[src/logic/bcd_counter_params.svh]
// Offsets, field positions, reset values and decade limits of the BCD counter.
// Assumes inclusion by bare name from the package and the top module.
`ifndef BCD_COUNTER_PARAMS_SVH
`define BCD_COUNTER_PARAMS_SVH

// Register byte addresses
`define REG_CTRL_ADDR       8'h00
`define REG_PRESET_ADDR     8'h04
`define REG_STATUS_ADDR     8'h08
`define REG_WRAPS_ADDR      8'h0c

// Control fields
`define CTRL_SW_LOAD_BIT    0
`define CTRL_SW_INHIBIT_BIT 1
`define CTRL_SW_DIR_EN_BIT  2
`define CTRL_SW_DIR_BIT     3

// Status fields
`define STAT_COUNT_LSB      0
`define STAT_LIMIT_BIT      4
`define STAT_RIPPLE_BIT     5
`define STAT_DIR_BIT        6
`define STAT_GATE_BIT       7
`define STAT_LOAD_BIT       8
`define STAT_PIN_PRESET_LSB 12

// Reset values
`define CTRL_RESET          4'h0
`define PRESET_RESET        4'h0
`define COUNT_RESET         4'h0
`define WRAPS_RESET         8'h00
`define PIN_SYNC_RESET      8'h0a

// Decade limits
`define BCD_TOP             4'h9
`define BCD_BOTTOM          4'h0

`endif

[src/logic/bcd_counter_pkg.sv]
// Types and decade arithmetic shared by the BCD counter modules.
// Assumes the params header is on the include path.
`default_nettype none
package bcd_counter_pkg;
  `include "bcd_counter_params.svh"

  typedef logic [3:0]  bcd_t;
  typedef logic [7:0]  apb_addr_t;
  typedef logic [31:0] apb_data_t;

  typedef enum logic [0:0] {
    APB_IDLE = 1'b0,
    APB_ACK  = 1'b1
  } apb_state_e;

  typedef enum logic [0:0] {
    RIP_IDLE = 1'b0,
    RIP_LOW  = 1'b1
  } ripple_state_e;

  function automatic bcd_t bcdNext(input bcd_t cur, input logic down);
    bcd_t nxt;
    if (!down) begin
      nxt = (cur >= `BCD_TOP) ? `BCD_BOTTOM : bcd_t'(cur + 4'h1);
    end else begin
      nxt = (cur == `BCD_BOTTOM) ? `BCD_TOP : bcd_t'(cur - 4'h1);
    end
    return nxt;
  endfunction : bcdNext

  function automatic logic isLimit(input bcd_t cur, input logic down);
    return down ? (cur == `BCD_BOTTOM) : (cur == `BCD_TOP);
  endfunction : isLimit
endpackage : bcd_counter_pkg
`default_nettype wire

[src/logic/ripple_link_if.sv]
// Carrier between the counter top and its ripple pulse generator.
// Assumes all members are driven on clk; the pulse comes back from the gen side.
`timescale 1ns/1ps
`default_nettype none
interface ripple_link_if;
  logic clkRise;
  logic clkFall;
  logic gateOn;
  logic limitOn;
  logic loadOn;
  logic rippleN;

  modport src (output clkRise, output clkFall, output gateOn, output limitOn, output loadOn, input rippleN);
  modport gen (input clkRise, input clkFall, input gateOn, input limitOn, input loadOn, output rippleN);
endinterface : ripple_link_if
`default_nettype wire

[src/logic/pin_sync.sv]
// Two flip-flop synchroniser for a group of asynchronous pins.
// Assumes each bit is independent; no bus coherence across bits.
`timescale 1ns/1ps
`default_nettype none
module pin_sync #(
  parameter int               WIDTH     = 8,
  parameter logic [WIDTH-1:0] RESET_VAL = '0
) (
  input  wire logic             clk,      // System clock
  input  wire logic             sys_rst,  // Async reset, high
  input  wire logic [WIDTH-1:0] pinAsync, // Raw pins
  output logic      [WIDTH-1:0] pinSync   // Synchronised pins
);
  logic [WIDTH-1:0] stage1_q;
  logic [WIDTH-1:0] stage2_q;

  always_ff @(posedge clk or posedge sys_rst) begin
    if (sys_rst) begin
      stage1_q <= RESET_VAL;
      stage2_q <= RESET_VAL;
    end else begin
      stage1_q <= pinAsync;
      stage2_q <= stage1_q;
    end
  end

  assign pinSync = stage2_q;
endmodule : pin_sync
`default_nettype wire

[src/logic/ripple_gate.sv]
// Ripple pulse generator: low for the count clock's low phase at a limit.
// Assumes edges and conditions arrive already synchronised on clk.
`timescale 1ns/1ps
`default_nettype none
module ripple_gate (
  input  wire logic  clk,     // System clock
  input  wire logic  sys_rst, // Async reset, high
  ripple_link_if.gen link     // Edges and conditions in, pulse out
);
  import bcd_counter_pkg::*;

  ripple_state_e state_q;
  ripple_state_e state_d;
  logic          rippleN_q;
  wire           condOn;

  assign condOn = link.gateOn & link.limitOn & ~link.loadOn;

  always_comb begin
    state_d = state_q;
    case (state_q)
      RIP_IDLE: begin
        if (link.clkFall && condOn) begin
          state_d = RIP_LOW;
        end
      end
      RIP_LOW: begin
        if (link.clkRise || !condOn) begin
          state_d = RIP_IDLE;
        end
      end
      default: begin
        state_d = RIP_IDLE;
      end
    endcase
  end

  always_ff @(posedge clk or posedge sys_rst) begin
    if (sys_rst) begin
      state_q   <= RIP_IDLE;
      rippleN_q <= 1'b1;
    end else begin
      state_q   <= state_d;
      rippleN_q <= (state_d != RIP_LOW);
    end
  end

  assign link.rippleN = rippleN_q;
endmodule : ripple_gate
`default_nettype wire

[src/logic/bcd_updown_counter_ripple.sv]
// Reversible BCD decade counter with preset, terminal flag and ripple pulse,
// with an APB slave for software override and status.
// Assumes all pin inputs are asynchronous to clk and change slower than clk.
//
// Functional notes
// - Four-bit count in 8421 BCD, cycling zero to nine either way.
// - Load low copies preset into count, overriding counting, regardless of clock.
// - Gate high with load high keeps the count unchanged.
// - Gate low, load high: count advances only on count clock rising edge.
// - Direction low counts up, high counts down, sampled at the rising edge.
// - Limit flag high at nine counting up or zero counting down.
// - Limit flag holds until count changes or direction changes.
// - Limit flag depends on count and direction only, not the gate.
// - With gate low and limit high, ripple goes low at next clock fall.
// - Ripple forced high when gate high, limit low, or load low.
// - Ripple returns high promptly after the count clock rises.
`timescale 1ns/1ps
`default_nettype none
`include "bcd_counter_params.svh"
module bcd_updown_counter_ripple (
  input  wire logic                        clk,            // System clock
  input  wire logic                        sys_rst,        // Async reset, high
  input  wire bcd_counter_pkg::apb_addr_t  paddr,          // APB address
  input  wire logic                        psel,           // APB select
  input  wire logic                        penable,        // APB enable
  input  wire logic                        pwrite,         // APB direction
  input  wire bcd_counter_pkg::apb_data_t  pwdata,         // APB write data
  input  wire logic [3:0]                  pstrb,          // APB byte strobes
  output var  bcd_counter_pkg::apb_data_t  prdata,         // APB read data
  output var  logic                        pready,         // APB ready
  output var  logic                        pslverr,        // APB error
  input  wire logic                        count_clk,      // Count clock pin
  input  wire logic                        count_gate_n,   // Count gate, low enables
  input  wire logic                        direction_sel,  // Low up, high down
  input  wire logic                        load_n,         // Preset load, low active
  input  wire bcd_counter_pkg::bcd_t       preset_value,   // Preset data
  output var  bcd_counter_pkg::bcd_t       count_value,    // Current count
  output var  logic                        limit_reached,  // Terminal count flag
  output var  logic                        ripple_pulse_n  // Ripple pulse, low active
);
  import bcd_counter_pkg::*;

  ////////////////////////////////////////////////////////////////////////////
  // Declarations

  logic [7:0]    pinRaw;
  logic [7:0]    pinSync;
  wire           countClkSync;
  wire           gateNSync;
  wire           dirSync;
  wire           loadNSync;
  bcd_t          presetSync;
  logic          countClkPrev_q;
  wire           clkRise;
  wire           clkFall;

  logic [3:0]    ctrl_q;
  bcd_t          swPreset_q;
  logic [7:0]    wraps_q;
  logic [7:0]    wraps_d;

  bcd_t          countValue_q;
  bcd_t          countValue_d;
  logic          limitReached_q;
  logic          limitReached_d;

  wire           swLoad;
  wire           swInhibit;
  wire           swDirEn;
  wire           swDir;
  wire           dirEff;
  wire           gateOn;
  wire           loadOn;
  bcd_t          presetEff;
  wire           countStep;
  wire           wrapEvent;
  wire           wrapsClear;
  wire           ctrlWrite;
  wire           presetWrite;

  apb_state_e    apbState_q;
  apb_state_e    apbState_d;
  logic          pready_q;
  apb_data_t     prdata_q;
  logic          pslverr_q;
  wire           setupPhase;
  wire           accessDone;
  wire           writeEn;
  wire           lane0;
  wire           hitCtrl;
  wire           hitPreset;
  wire           hitStatus;
  wire           hitWraps;
  wire           addrHit;
  apb_data_t     statusWord;
  apb_data_t     readData;

  ripple_link_if link ();

  ////////////////////////////////////////////////////////////////////////////
  // Pin synchronisation and count clock edges

  assign pinRaw = {preset_value, load_n, direction_sel, count_gate_n, count_clk};

  // One synchroniser for the group; bits may land a cycle apart
  // inputs may move any phase
  pin_sync #(
    .WIDTH     (8),
    .RESET_VAL (`PIN_SYNC_RESET)
  ) u_pin_sync (
    .clk      (clk),
    .sys_rst  (sys_rst),
    .pinAsync (pinRaw),
    .pinSync  (pinSync)
  );

  assign countClkSync = pinSync[0];
  assign gateNSync    = pinSync[1];
  assign dirSync      = pinSync[2];
  assign loadNSync    = pinSync[3];
  assign presetSync   = pinSync[7:4];

  // Idle-low reset matches the pin's idle level, so no false rise follows reset
  always_ff @(posedge clk or posedge sys_rst) begin
    if (sys_rst) begin
      countClkPrev_q <= 1'b0;
    end else begin
      countClkPrev_q <= countClkSync;
    end
  end

  assign clkRise = countClkSync & ~countClkPrev_q;
  assign clkFall = ~countClkSync & countClkPrev_q;

  ////////////////////////////////////////////////////////////////////////////
  // Effective controls: pins combined with software overrides

  assign swLoad    = ctrl_q[`CTRL_SW_LOAD_BIT];
  assign swInhibit = ctrl_q[`CTRL_SW_INHIBIT_BIT];
  assign swDirEn   = ctrl_q[`CTRL_SW_DIR_EN_BIT];
  assign swDir     = ctrl_q[`CTRL_SW_DIR_BIT];

  assign dirEff    = swDirEn ? swDir : dirSync;
  assign gateOn    = ~gateNSync & ~swInhibit;
  // Software load wins so a driver can freeze a preset without the pin
  assign loadOn    = ~loadNSync | swLoad;
  assign presetEff = swLoad ? swPreset_q : presetSync;

  assign countStep = clkRise & gateOn & ~loadOn;
  assign wrapEvent = countStep & isLimit(countValue_q, dirEff);

  ////////////////////////////////////////////////////////////////////////////
  // Decade counter

  always_comb begin
    countValue_d = countValue_q;
    if (loadOn) begin
      countValue_d = presetEff;
    end else if (countStep) begin
      countValue_d = bcdNext(countValue_q, dirEff);
    end
  end

  assign limitReached_d = isLimit(countValue_d, dirEff);

  always_ff @(posedge clk or posedge sys_rst) begin
    if (sys_rst) begin
      countValue_q   <= `COUNT_RESET;
      limitReached_q <= 1'b0;
    end else begin
      countValue_q   <= countValue_d;
      limitReached_q <= limitReached_d;
    end
  end

  ////////////////////////////////////////////////////////////////////////////
  // Ripple pulse

  assign link.clkRise = clkRise;
  assign link.clkFall = clkFall;
  assign link.gateOn  = gateOn;
  // Registered flag keeps the pulse aligned with the visible limit output
  assign link.limitOn = limitReached_q;
  assign link.loadOn  = loadOn;

  ripple_gate u_ripple_gate (
    .clk     (clk),
    .sys_rst (sys_rst),
    .link    (link.gen)
  );

  ////////////////////////////////////////////////////////////////////////////
  // APB decode

  // Full-word compare; a partial decode would alias unmapped offsets
  function automatic logic addrIs(input apb_addr_t a, input apb_addr_t target);
    return (a == target);
  endfunction : addrIs

  assign setupPhase = psel & ~penable;
  assign accessDone = psel & penable & pready_q;
  assign writeEn    = accessDone & pwrite;
  assign lane0      = pstrb[0];

  assign hitCtrl    = addrIs(paddr, `REG_CTRL_ADDR);
  assign hitPreset  = addrIs(paddr, `REG_PRESET_ADDR);
  assign hitStatus  = addrIs(paddr, `REG_STATUS_ADDR);
  assign hitWraps   = addrIs(paddr, `REG_WRAPS_ADDR);
  assign addrHit    = hitCtrl | hitPreset | hitStatus | hitWraps;

  // Byte lane 0 carries every writable field
  assign ctrlWrite   = writeEn & lane0 & hitCtrl;
  assign presetWrite = writeEn & lane0 & hitPreset;
  assign wrapsClear  = writeEn & lane0 & hitWraps;

  always_comb begin
    statusWord                            = 32'h00000000;
    statusWord[`STAT_COUNT_LSB +: 4]      = countValue_q;
    statusWord[`STAT_LIMIT_BIT]           = limitReached_q;
    statusWord[`STAT_RIPPLE_BIT]          = link.rippleN;
    statusWord[`STAT_DIR_BIT]             = dirEff;
    statusWord[`STAT_GATE_BIT]            = gateOn;
    statusWord[`STAT_LOAD_BIT]            = loadOn;
    statusWord[`STAT_PIN_PRESET_LSB +: 4] = presetSync;
  end

  assign readData   = hitCtrl   ? {28'h0000000, ctrl_q}     :
                      hitPreset ? {28'h0000000, swPreset_q} :
                      hitStatus ? statusWord                :
                      hitWraps  ? {24'h000000, wraps_q}     :
                                  32'h00000000;

  ////////////////////////////////////////////////////////////////////////////
  // APB handshake: one access cycle, answer prepared at setup
  // Limitation: pready rises one cycle after every setup taken in APB_IDLE, whether or not penable follows

  always_comb begin
    apbState_d = apbState_q;
    case (apbState_q)
      APB_IDLE: begin
        if (setupPhase) begin
          apbState_d = APB_ACK;
        end
      end
      APB_ACK: begin
        apbState_d = APB_IDLE;
      end
      default: begin
        apbState_d = APB_IDLE;
      end
    endcase
  end

  always_ff @(posedge clk or posedge sys_rst) begin
    if (sys_rst) begin
      apbState_q <= APB_IDLE;
      pready_q   <= 1'b0;
    end else begin
      apbState_q <= apbState_d;
      pready_q   <= (apbState_d == APB_ACK);
    end
  end

  // Data and error latched at setup so they stand through the access cycle
  always_ff @(posedge clk or posedge sys_rst) begin
    if (sys_rst) begin
      prdata_q   <= 32'h00000000;
      pslverr_q  <= 1'b0;
    end else begin
      if (setupPhase) begin
        prdata_q  <= pwrite ? 32'h00000000 : readData;
        pslverr_q <= ~addrHit;
      end else if (accessDone) begin
        prdata_q  <= 32'h00000000;
        pslverr_q <= 1'b0;
      end
    end
  end

  ////////////////////////////////////////////////////////////////////////////
  // Software registers

  always_ff @(posedge clk or posedge sys_rst) begin
    if (sys_rst) begin
      ctrl_q     <= `CTRL_RESET;
      swPreset_q <= `PRESET_RESET;
    end else begin
      if (ctrlWrite) begin
        ctrl_q <= pwdata[3:0];
      end
      if (presetWrite) begin
        swPreset_q <= pwdata[3:0];
      end
    end
  end

  // Carry tally; a carry in the clearing cycle survives as one
  always_comb begin
    wraps_d = wraps_q;
    if (wrapsClear) begin
      wraps_d = `WRAPS_RESET;
    end
    if (wrapEvent) begin
      wraps_d = 8'(wraps_d + 8'h01);
    end
  end

  always_ff @(posedge clk or posedge sys_rst) begin
    if (sys_rst) begin
      wraps_q <= `WRAPS_RESET;
    end else begin
      wraps_q <= wraps_d;
    end
  end

  ////////////////////////////////////////////////////////////////////////////
  // Outputs

  // Every pin comes straight from a flop, so no decode spike leaves the block
  assign prdata         = prdata_q;
  assign pready         = pready_q;
  assign pslverr        = pslverr_q;
  assign count_value    = countValue_q;
  assign limit_reached  = limitReached_q;
  assign ripple_pulse_n = link.rippleN;
endmodule : bcd_updown_counter_ripple
`default_nettype wire

[config.mk]
export PLATFORM = sky130hd
export DESIGN_NAME = bcd_updown_counter_ripple
export DESIGN_NICKNAME = d
export VERILOG_FILES = /design/src/logic/bcd_counter_pkg.sv /design/src/logic/ripple_link_if.sv /design/src/logic/pin_sync.sv /design/src/logic/ripple_gate.sv /design/src/logic/bcd_updown_counter_ripple.sv
export VERILOG_INCLUDE_DIRS = /design/src /design/src/logic
export SDC_FILE = /design/constraint.sdc
export NUM_CORES = 1
export LEC_CHECK = 0
export BUFFER_PORTS_ARGS = -buffer_cell sky130_fd_sc_hd__buf_4
export CORE_MARGIN = 4
export CORE_UTILIZATION = 40
export CTS_CLUSTER_DIAMETER = 50
export DETAILED_ROUTE_END_ITERATION = 10
export PLACE_DENSITY_LB_ADDON = 0.3
export SLEW_MARGIN = 20
export SYNTH_ARGS = -nofsm -noshare
export SYNTH_HDL_FRONTEND = slang
export SYNTH_SLANG_ARGS = --single-unit
[constraint.sdc]
create_clock -name clk -period 2.85 [get_ports clk]
set_input_delay 0.4275 -clock clk [delete_from_list [all_inputs] [get_ports clk]]
set_output_delay 0.4275 -clock clk [all_outputs]
set_load 0.02 [all_outputs]
==> metrics.cfg, run 1 <==
[route]
wirelength_mm=5.59
routed_via_density=5.26
drtIter0Drc=133
vias=1936
antenna_left=0
firstDrtPassIters=4
drc=0
routedWlPerCell_microns=15.2

[finish]
final_area_sq_um=3170
nNetsFinal=351
fillers=585
area_growth_pct=18.1
drive_gt1_frac=0.251
antenna_cells=0

[setup_path]
arrival_ns=2.43
cp.required_ns=3.07
crit_fanout=9
endpoint_kind=flop
path_class=flop to flop
cp-start-kind=flop

[sta]
finalHoldViolCount=0
period_share=0.776
finalMaxSlewViolations=0
setup_violations=0
fin_setup_tns_ns=0
skew_ns=0.00460
rsz0062_at_grt=false
fin_crit_ns=2.21
worst_slew_pin_slew_ns=0.560
fmax_mhz=452
max_slew_margin=0.616

[synthesis]
synthAdderAreaFrac=0.0187
synth_top_family_by_area=simple AND/OR/NAND/NOR gates
yosysMostFrequentCell=dfrtp_1
seq_area_frac_synth=0.515
synth_edf_count=0
syn_area_sq_um=2680
synth_common_cells=dfrtp_1, nand2_1, buf_4
synth-compound-area-share=0.107
syn_inst=244
synth_cell_types=52
synth_seq_cells=55
synth.area.top_cells=dfrtp_1, buf_4, dfstp_2
synth-simple-area-share=0.181
synth_top_area_frac=0.466
syn_area_per_cell_sq_um=11.0
synth_xor_area_frac=0.0261
ys_warn_count=0
ys.flop_type=dfrtp_1
synth_mux_area_frac=0.0770
synthArstFlopShare=1.00
yosysTopAreaCell=dfrtp_1

[grt]
grt_pass1_vias=1914
grt_util_all_layers=0.142
grt_max_degree=30
grt_pass1_wl_mm=9.40
grt-ovfl-total=0
antenna_found_initial=0

[worst_hold_path]
hold_class=input port to async pin

[power_and_ir_drop]
leakage_nw=1.49
power_density_nw_per_um2=505
irDropWorstVdd_mv=0.330

[cts]
cts.sinks=55
cts_resized=0
clock_tree.htree_level_count=2
ctsRootBufferMaster=clkbuf_8
cts_max_path_buffers=2
cts_hold_buf=0
clk_latency_ns=0.30
cts_setup_buffers=0
cts.clk_slew.worst_paths_ns=0.09
cts_tree=yes
cts_inserted_buffers=5

[placement]
place_congestion=0.883
io_buffers=46
dp_hpwl_mm=4.15
place_area_sq_um=3050

[floorplanning]
die_h_microns=89.9
initial_core_util=0.418
dieArea_sq_um=8080
core_area_sq_um=6420
die_w_microns=89.9
io_pins=97
num_rows=29

[run_status]
status=finished, final reports clean

[job]
cap_violations=0

-- layout by cell type, fill, tap and decap left out, types with 3 or more instances in the layout --
cell       n
inv_1      4
nor3_1     3
o21ai_1    4
nand3_1    5
a32o_1     3
nand2b_1   6
a21oi_1    4
conb_1    19
clkbuf_8   6
nand2_1   21
nor2b_1    3
mux2i_1    8
and2_1     6
ha_1       4
a311oi_1   4
xor2_1     7
o21ai_0    4
mux2_1     8
nor2_1    18
buf_4     48
dfstp_2    5
nand4_1    7
dfrtp_1   50
a22o_1     5
-- stage by stage --
stage          hold slack [ns]  setup slack [ns]  cells  total power (W)  utilization
3_3_place_gp             0.331             0.500    360          0.00108        0.475
3_5_place_dp             0.335             0.488    360          0.00109        0.475
5_1_grt                  0.195             0.409    368          0.00169        0.493
2_1_floorplan            0.331             0.629    262          0.00102            -
6_report                 0.178             0.639    368          0.00160        0.493
4_1_cts                  0.191             0.605    368          0.00162        0.493
-- critical path, cell delays in order, from the launching register on --
cell and delay (ns):
dfrtp_1 0.52, inv_1 0.13, ha_1 0.30, o21bai_1 0.18, a221oi_1 0.27, o32ai_1 0.15, or3_1 0.34, a211oi_2 0.24
-- where the power goes --
group	leakage, nW	switching [W]	total, W	internal [W]
clock network	0.0612	0.000243	0.000528	0.000284
registers	0.689	0.0000326	0.000845	0.000813
logic	0.743	0.000134	0.000228	0.0000942
total	1.49	0.000409	0.00160	0.00119
-- routing by layer --
layer  track usage  vias up  part of all wire
li1              -      928                 -
met1         0.186      935              0.45
met2         0.230       68              0.48
met3        0.0384        5             0.068
met4        0.0421        0            0.0055
met5             0        -                 0
-- kinds of logic after synthesis --
| group | Yosys count |
|---|---|
| compound gates | 37 |
| xor+xnor | 8 |
| fa+ha+maj | 4 |
| buf+inv | 33 |
| flops | 55 |
| mux | 19 |
| other cells | 1 |
| simple gates | 87 |
-- flip-flops by register name (all words and copies together), names as in the netlist --
signal and flops:
countClkPrev_q 1, pslverr 1, wraps_q 8, swPreset_q 4
pready 1, u_ripple_gate.link.rippleN 1, u_pin_sync.pinSync 8, count_value 4
prdata 13, limit_reached 1, ctrl_q 4, u_ripple_gate.state_q 1
u_pin_sync.stage1_q 8
-- cell type report --
| cell class | instances | area (sq um) | area share |
|---|---|---|---|
| Timing Repair Buffer | 49 | 380 | 0.120 |
| Clock inverter | 2 | 35.0 | 0.0111 |
| Clock buffer | 6 | 82.6 | 0.0261 |
| Sequential cell | 55 | 1380 | 0.437 |
| Inverter | 5 | 18.8 | 0.00593 |
| Tap cell | 77 | 96.3 | 0.0304 |
| Multi-Input combinational cell | 174 | 1170 | 0.370 |
-- final timing paths --
path                                   startpoint                    endpoint  slack (ns)  cells after the start
setup / recovery                   count_value[0]               limit_reached        0.64                      7
hold / removal                            sys_rst      u_pin_sync.stage1_q[0]        0.18                      2
setup reg to reg                   count_value[0]               limit_reached        0.64                      7
hold reg to reg            u_pin_sync.stage1_q[2]       u_pin_sync.pinSync[2]        0.35                      0
max in group asynchronous                 sys_rst  u_ripple_gate.link.rippleN        2.05                      3
min in group clk                     count_gate_n      u_pin_sync.stage1_q[1]        0.22                      1
No activity file was read; power rests on OpenSTA's default activity.
==> inputs of run 2 (changes only) <==
Clock period 2.85 ns to 2 ns, I/O delays scaled along.
==> run 2 against run 1 <==
  * The flow now finishes with violations (negative setup slack)
  * Global-route usage up 0.62 points
  * Design area up 7.4%
  * Via count up 3.2%
  * Total power up 39%
  * Sequential share of layout area down 3.0 points
  * Wire length up 5.7%
  * Core utilization up 3.7 points
  * Combinational power up 82%
  * Critical path type unchanged
  * Largest power group unchanged
==> metrics.cfg, run 2 (synthesis gave the netlist of run 1 again) <==
[cts]
cts.sinks=55
cts_tree=yes
clock_tree.htree_level_count=2
cts_max_path_buffers=2
cts_inserted_buffers=5
cts_hold_buf=0
clk_latency_ns=0.30
ctsRootBufferMaster=clkbuf_8
cts.clk_slew.worst_paths_ns=0.10

[power_and_ir_drop]
power.switching_w=0.000623
p_int_w=0.00159
power_density_nw_per_um2=652
pwr-share-clk=0.273
seqPwrFrac=0.540
switching_share=0.281
leakage_nw=1.61
power.share.combinational=0.187
irDropWorstVdd_mv=0.336

[sta]
fin_setup_tns_ns=-0.0995
setup_ws_ns=-0.0995
finalHoldViolCount=0
setup_violations=1
fmax_mhz=476
finalMaxSlewViolations=0
period_share=1.05
rsz0062_at_grt=true
skew_ns=0.00947
max_slew_margin=0.635
fin_crit_ns=2.10
worst_slew_pin_slew_ns=0.547

[setup_path]
arrival_ns=2.31
cp.required_ns=2.21
cp-start-kind=flop
crit_fanout=4
endpoint_kind=flop
path_class=flop to flop
regToRegSetupSlack_ns=-0.1

[worst_hold_path]
hold_class=input port to async pin

[route]
wirelength_mm=5.91
wl_met1_mm=2.64
drtIter0Drc=132
drc=0
antenna_left=0
met2_length_mm=2.85
wl_met3_microns=376
routedWlPerCell_microns=15.1
vias=1997
top_layer_used=met4
routed_via_density=5.09
firstDrtPassIters=4

[grt]
antenna_found_initial=0
grt_util_all_layers=0.148
grt_pass1_vias=2049
grt_max_degree=31
grt-ovfl-total=0
grt_pass1_wl_mm=9.85

[job]
cap_violations=0

[finish]
largest_reg_flops=13
antenna_cells=0
final_area_sq_um=3400
mostFrequentLayoutCell=buf_4
final_cell_mix=buf_4, dfrtp_1, nand2_1
area_growth_pct=26.8
drive_gt1_frac=0.340
post-route-util=0.530
nNetsFinal=375
finalNonFillerCells=392

[floorplanning]
dieArea_sq_um=8080
core_area_sq_um=6420
num_rows=29
initial_core_util=0.418
io_pins=97
die_h_microns=89.9
die_w_microns=89.9

[placement]
dp_hpwl_mm=4.50
io_buffers=46
place_congestion=0.862
place_area_sq_um=3250
place_inst=383

[run_status]
status=complete, but fails checks
violations=negative setup slack

==> run 2: cell count changes in the layout (fill, tap and decap cells not counted), sizes merged <==
cell / previous run / this run
buf: 49 / 73
clkinvlp: 0 / 2
bufinv: 1 / 0
clkbuf: 6 / 5
==> run 2: routing by layer <==
metal  vias up  track usage
met5         -            0
met4         0       0.0344
met3         5       0.0351
met2        60        0.248
met1       967        0.195
li1        965            -
==> run 2: layout make-up <==
type	instances	area, sq um
flip-flops and latches	55	1380
repair buffers	73	561
fillers	590	3020
clock inverters	3	20.0
multi-input cells	174	1250
well taps	77	96.3
inverters	5	18.8
clock buffers	5	68.8
==> run 2: stage by stage <==
step / hold WS, ns / total power, W / worst slack, ns
6_report: 0.0412 / 0.00222 / -0.0995
5_1_grt: 0.0767 / 0.00233 / -0.162
4_1_cts: 0.0536 / 0.00223 / -0.0800
3_5_place_dp: 0.336 / 0.00161 / -0.184
3_3_place_gp: 0.332 / 0.00160 / -0.160
2_1_floorplan: 0.304 / 0.00147 / -0.0205
==> run 2: worst paths after layout <==
| path | endpoint | cells past startpoint | from |
|---|---|---|---|
| worst min-delay path | prdata[14] | 2 | sys_rst |
| worst min register to register | u_pin_sync.pinSync[7] | 0 | u_pin_sync.stage1_q[7] |
| worst max register to register | limit_reached | 5 | ctrl_q[1] |
| worst max-delay path | limit_reached | 5 | ctrl_q[1] |
| min in group clk | u_pin_sync.stage1_q[3] | 1 | load_n |
| max in group asynchronous | u_ripple_gate.link.rippleN | 3 | sys_rst |
==> run 2: critical path, stage by stage, from the launching register on <==
cell	delay, ns
dfrtp_1	0.41
or4b_4	0.54
a221oi_4	0.31
o311ai_2	0.16
or3_1	0.38
a211oi_2	0.20
==> run 2: power by group through the flow <==
stage	Clock, W	Sequential, W	Combinational (W)
after detailed placement	0	0.00122	0.000393
after floorplan	0	0.00122	0.000251
after global placement	0	0.00122	0.000388
after CTS	0.000624	0.00120	0.000408
final	0.000606	0.00120	0.000415
after global routing	0.000666	0.00121	0.000462
==> run 2: timing repair <==
action                     4_1_cts  5_1_grt
setup endpoints to repair        1        1
setup buffers                    1        0
resized for setup                5        3
pin swaps                        4        1
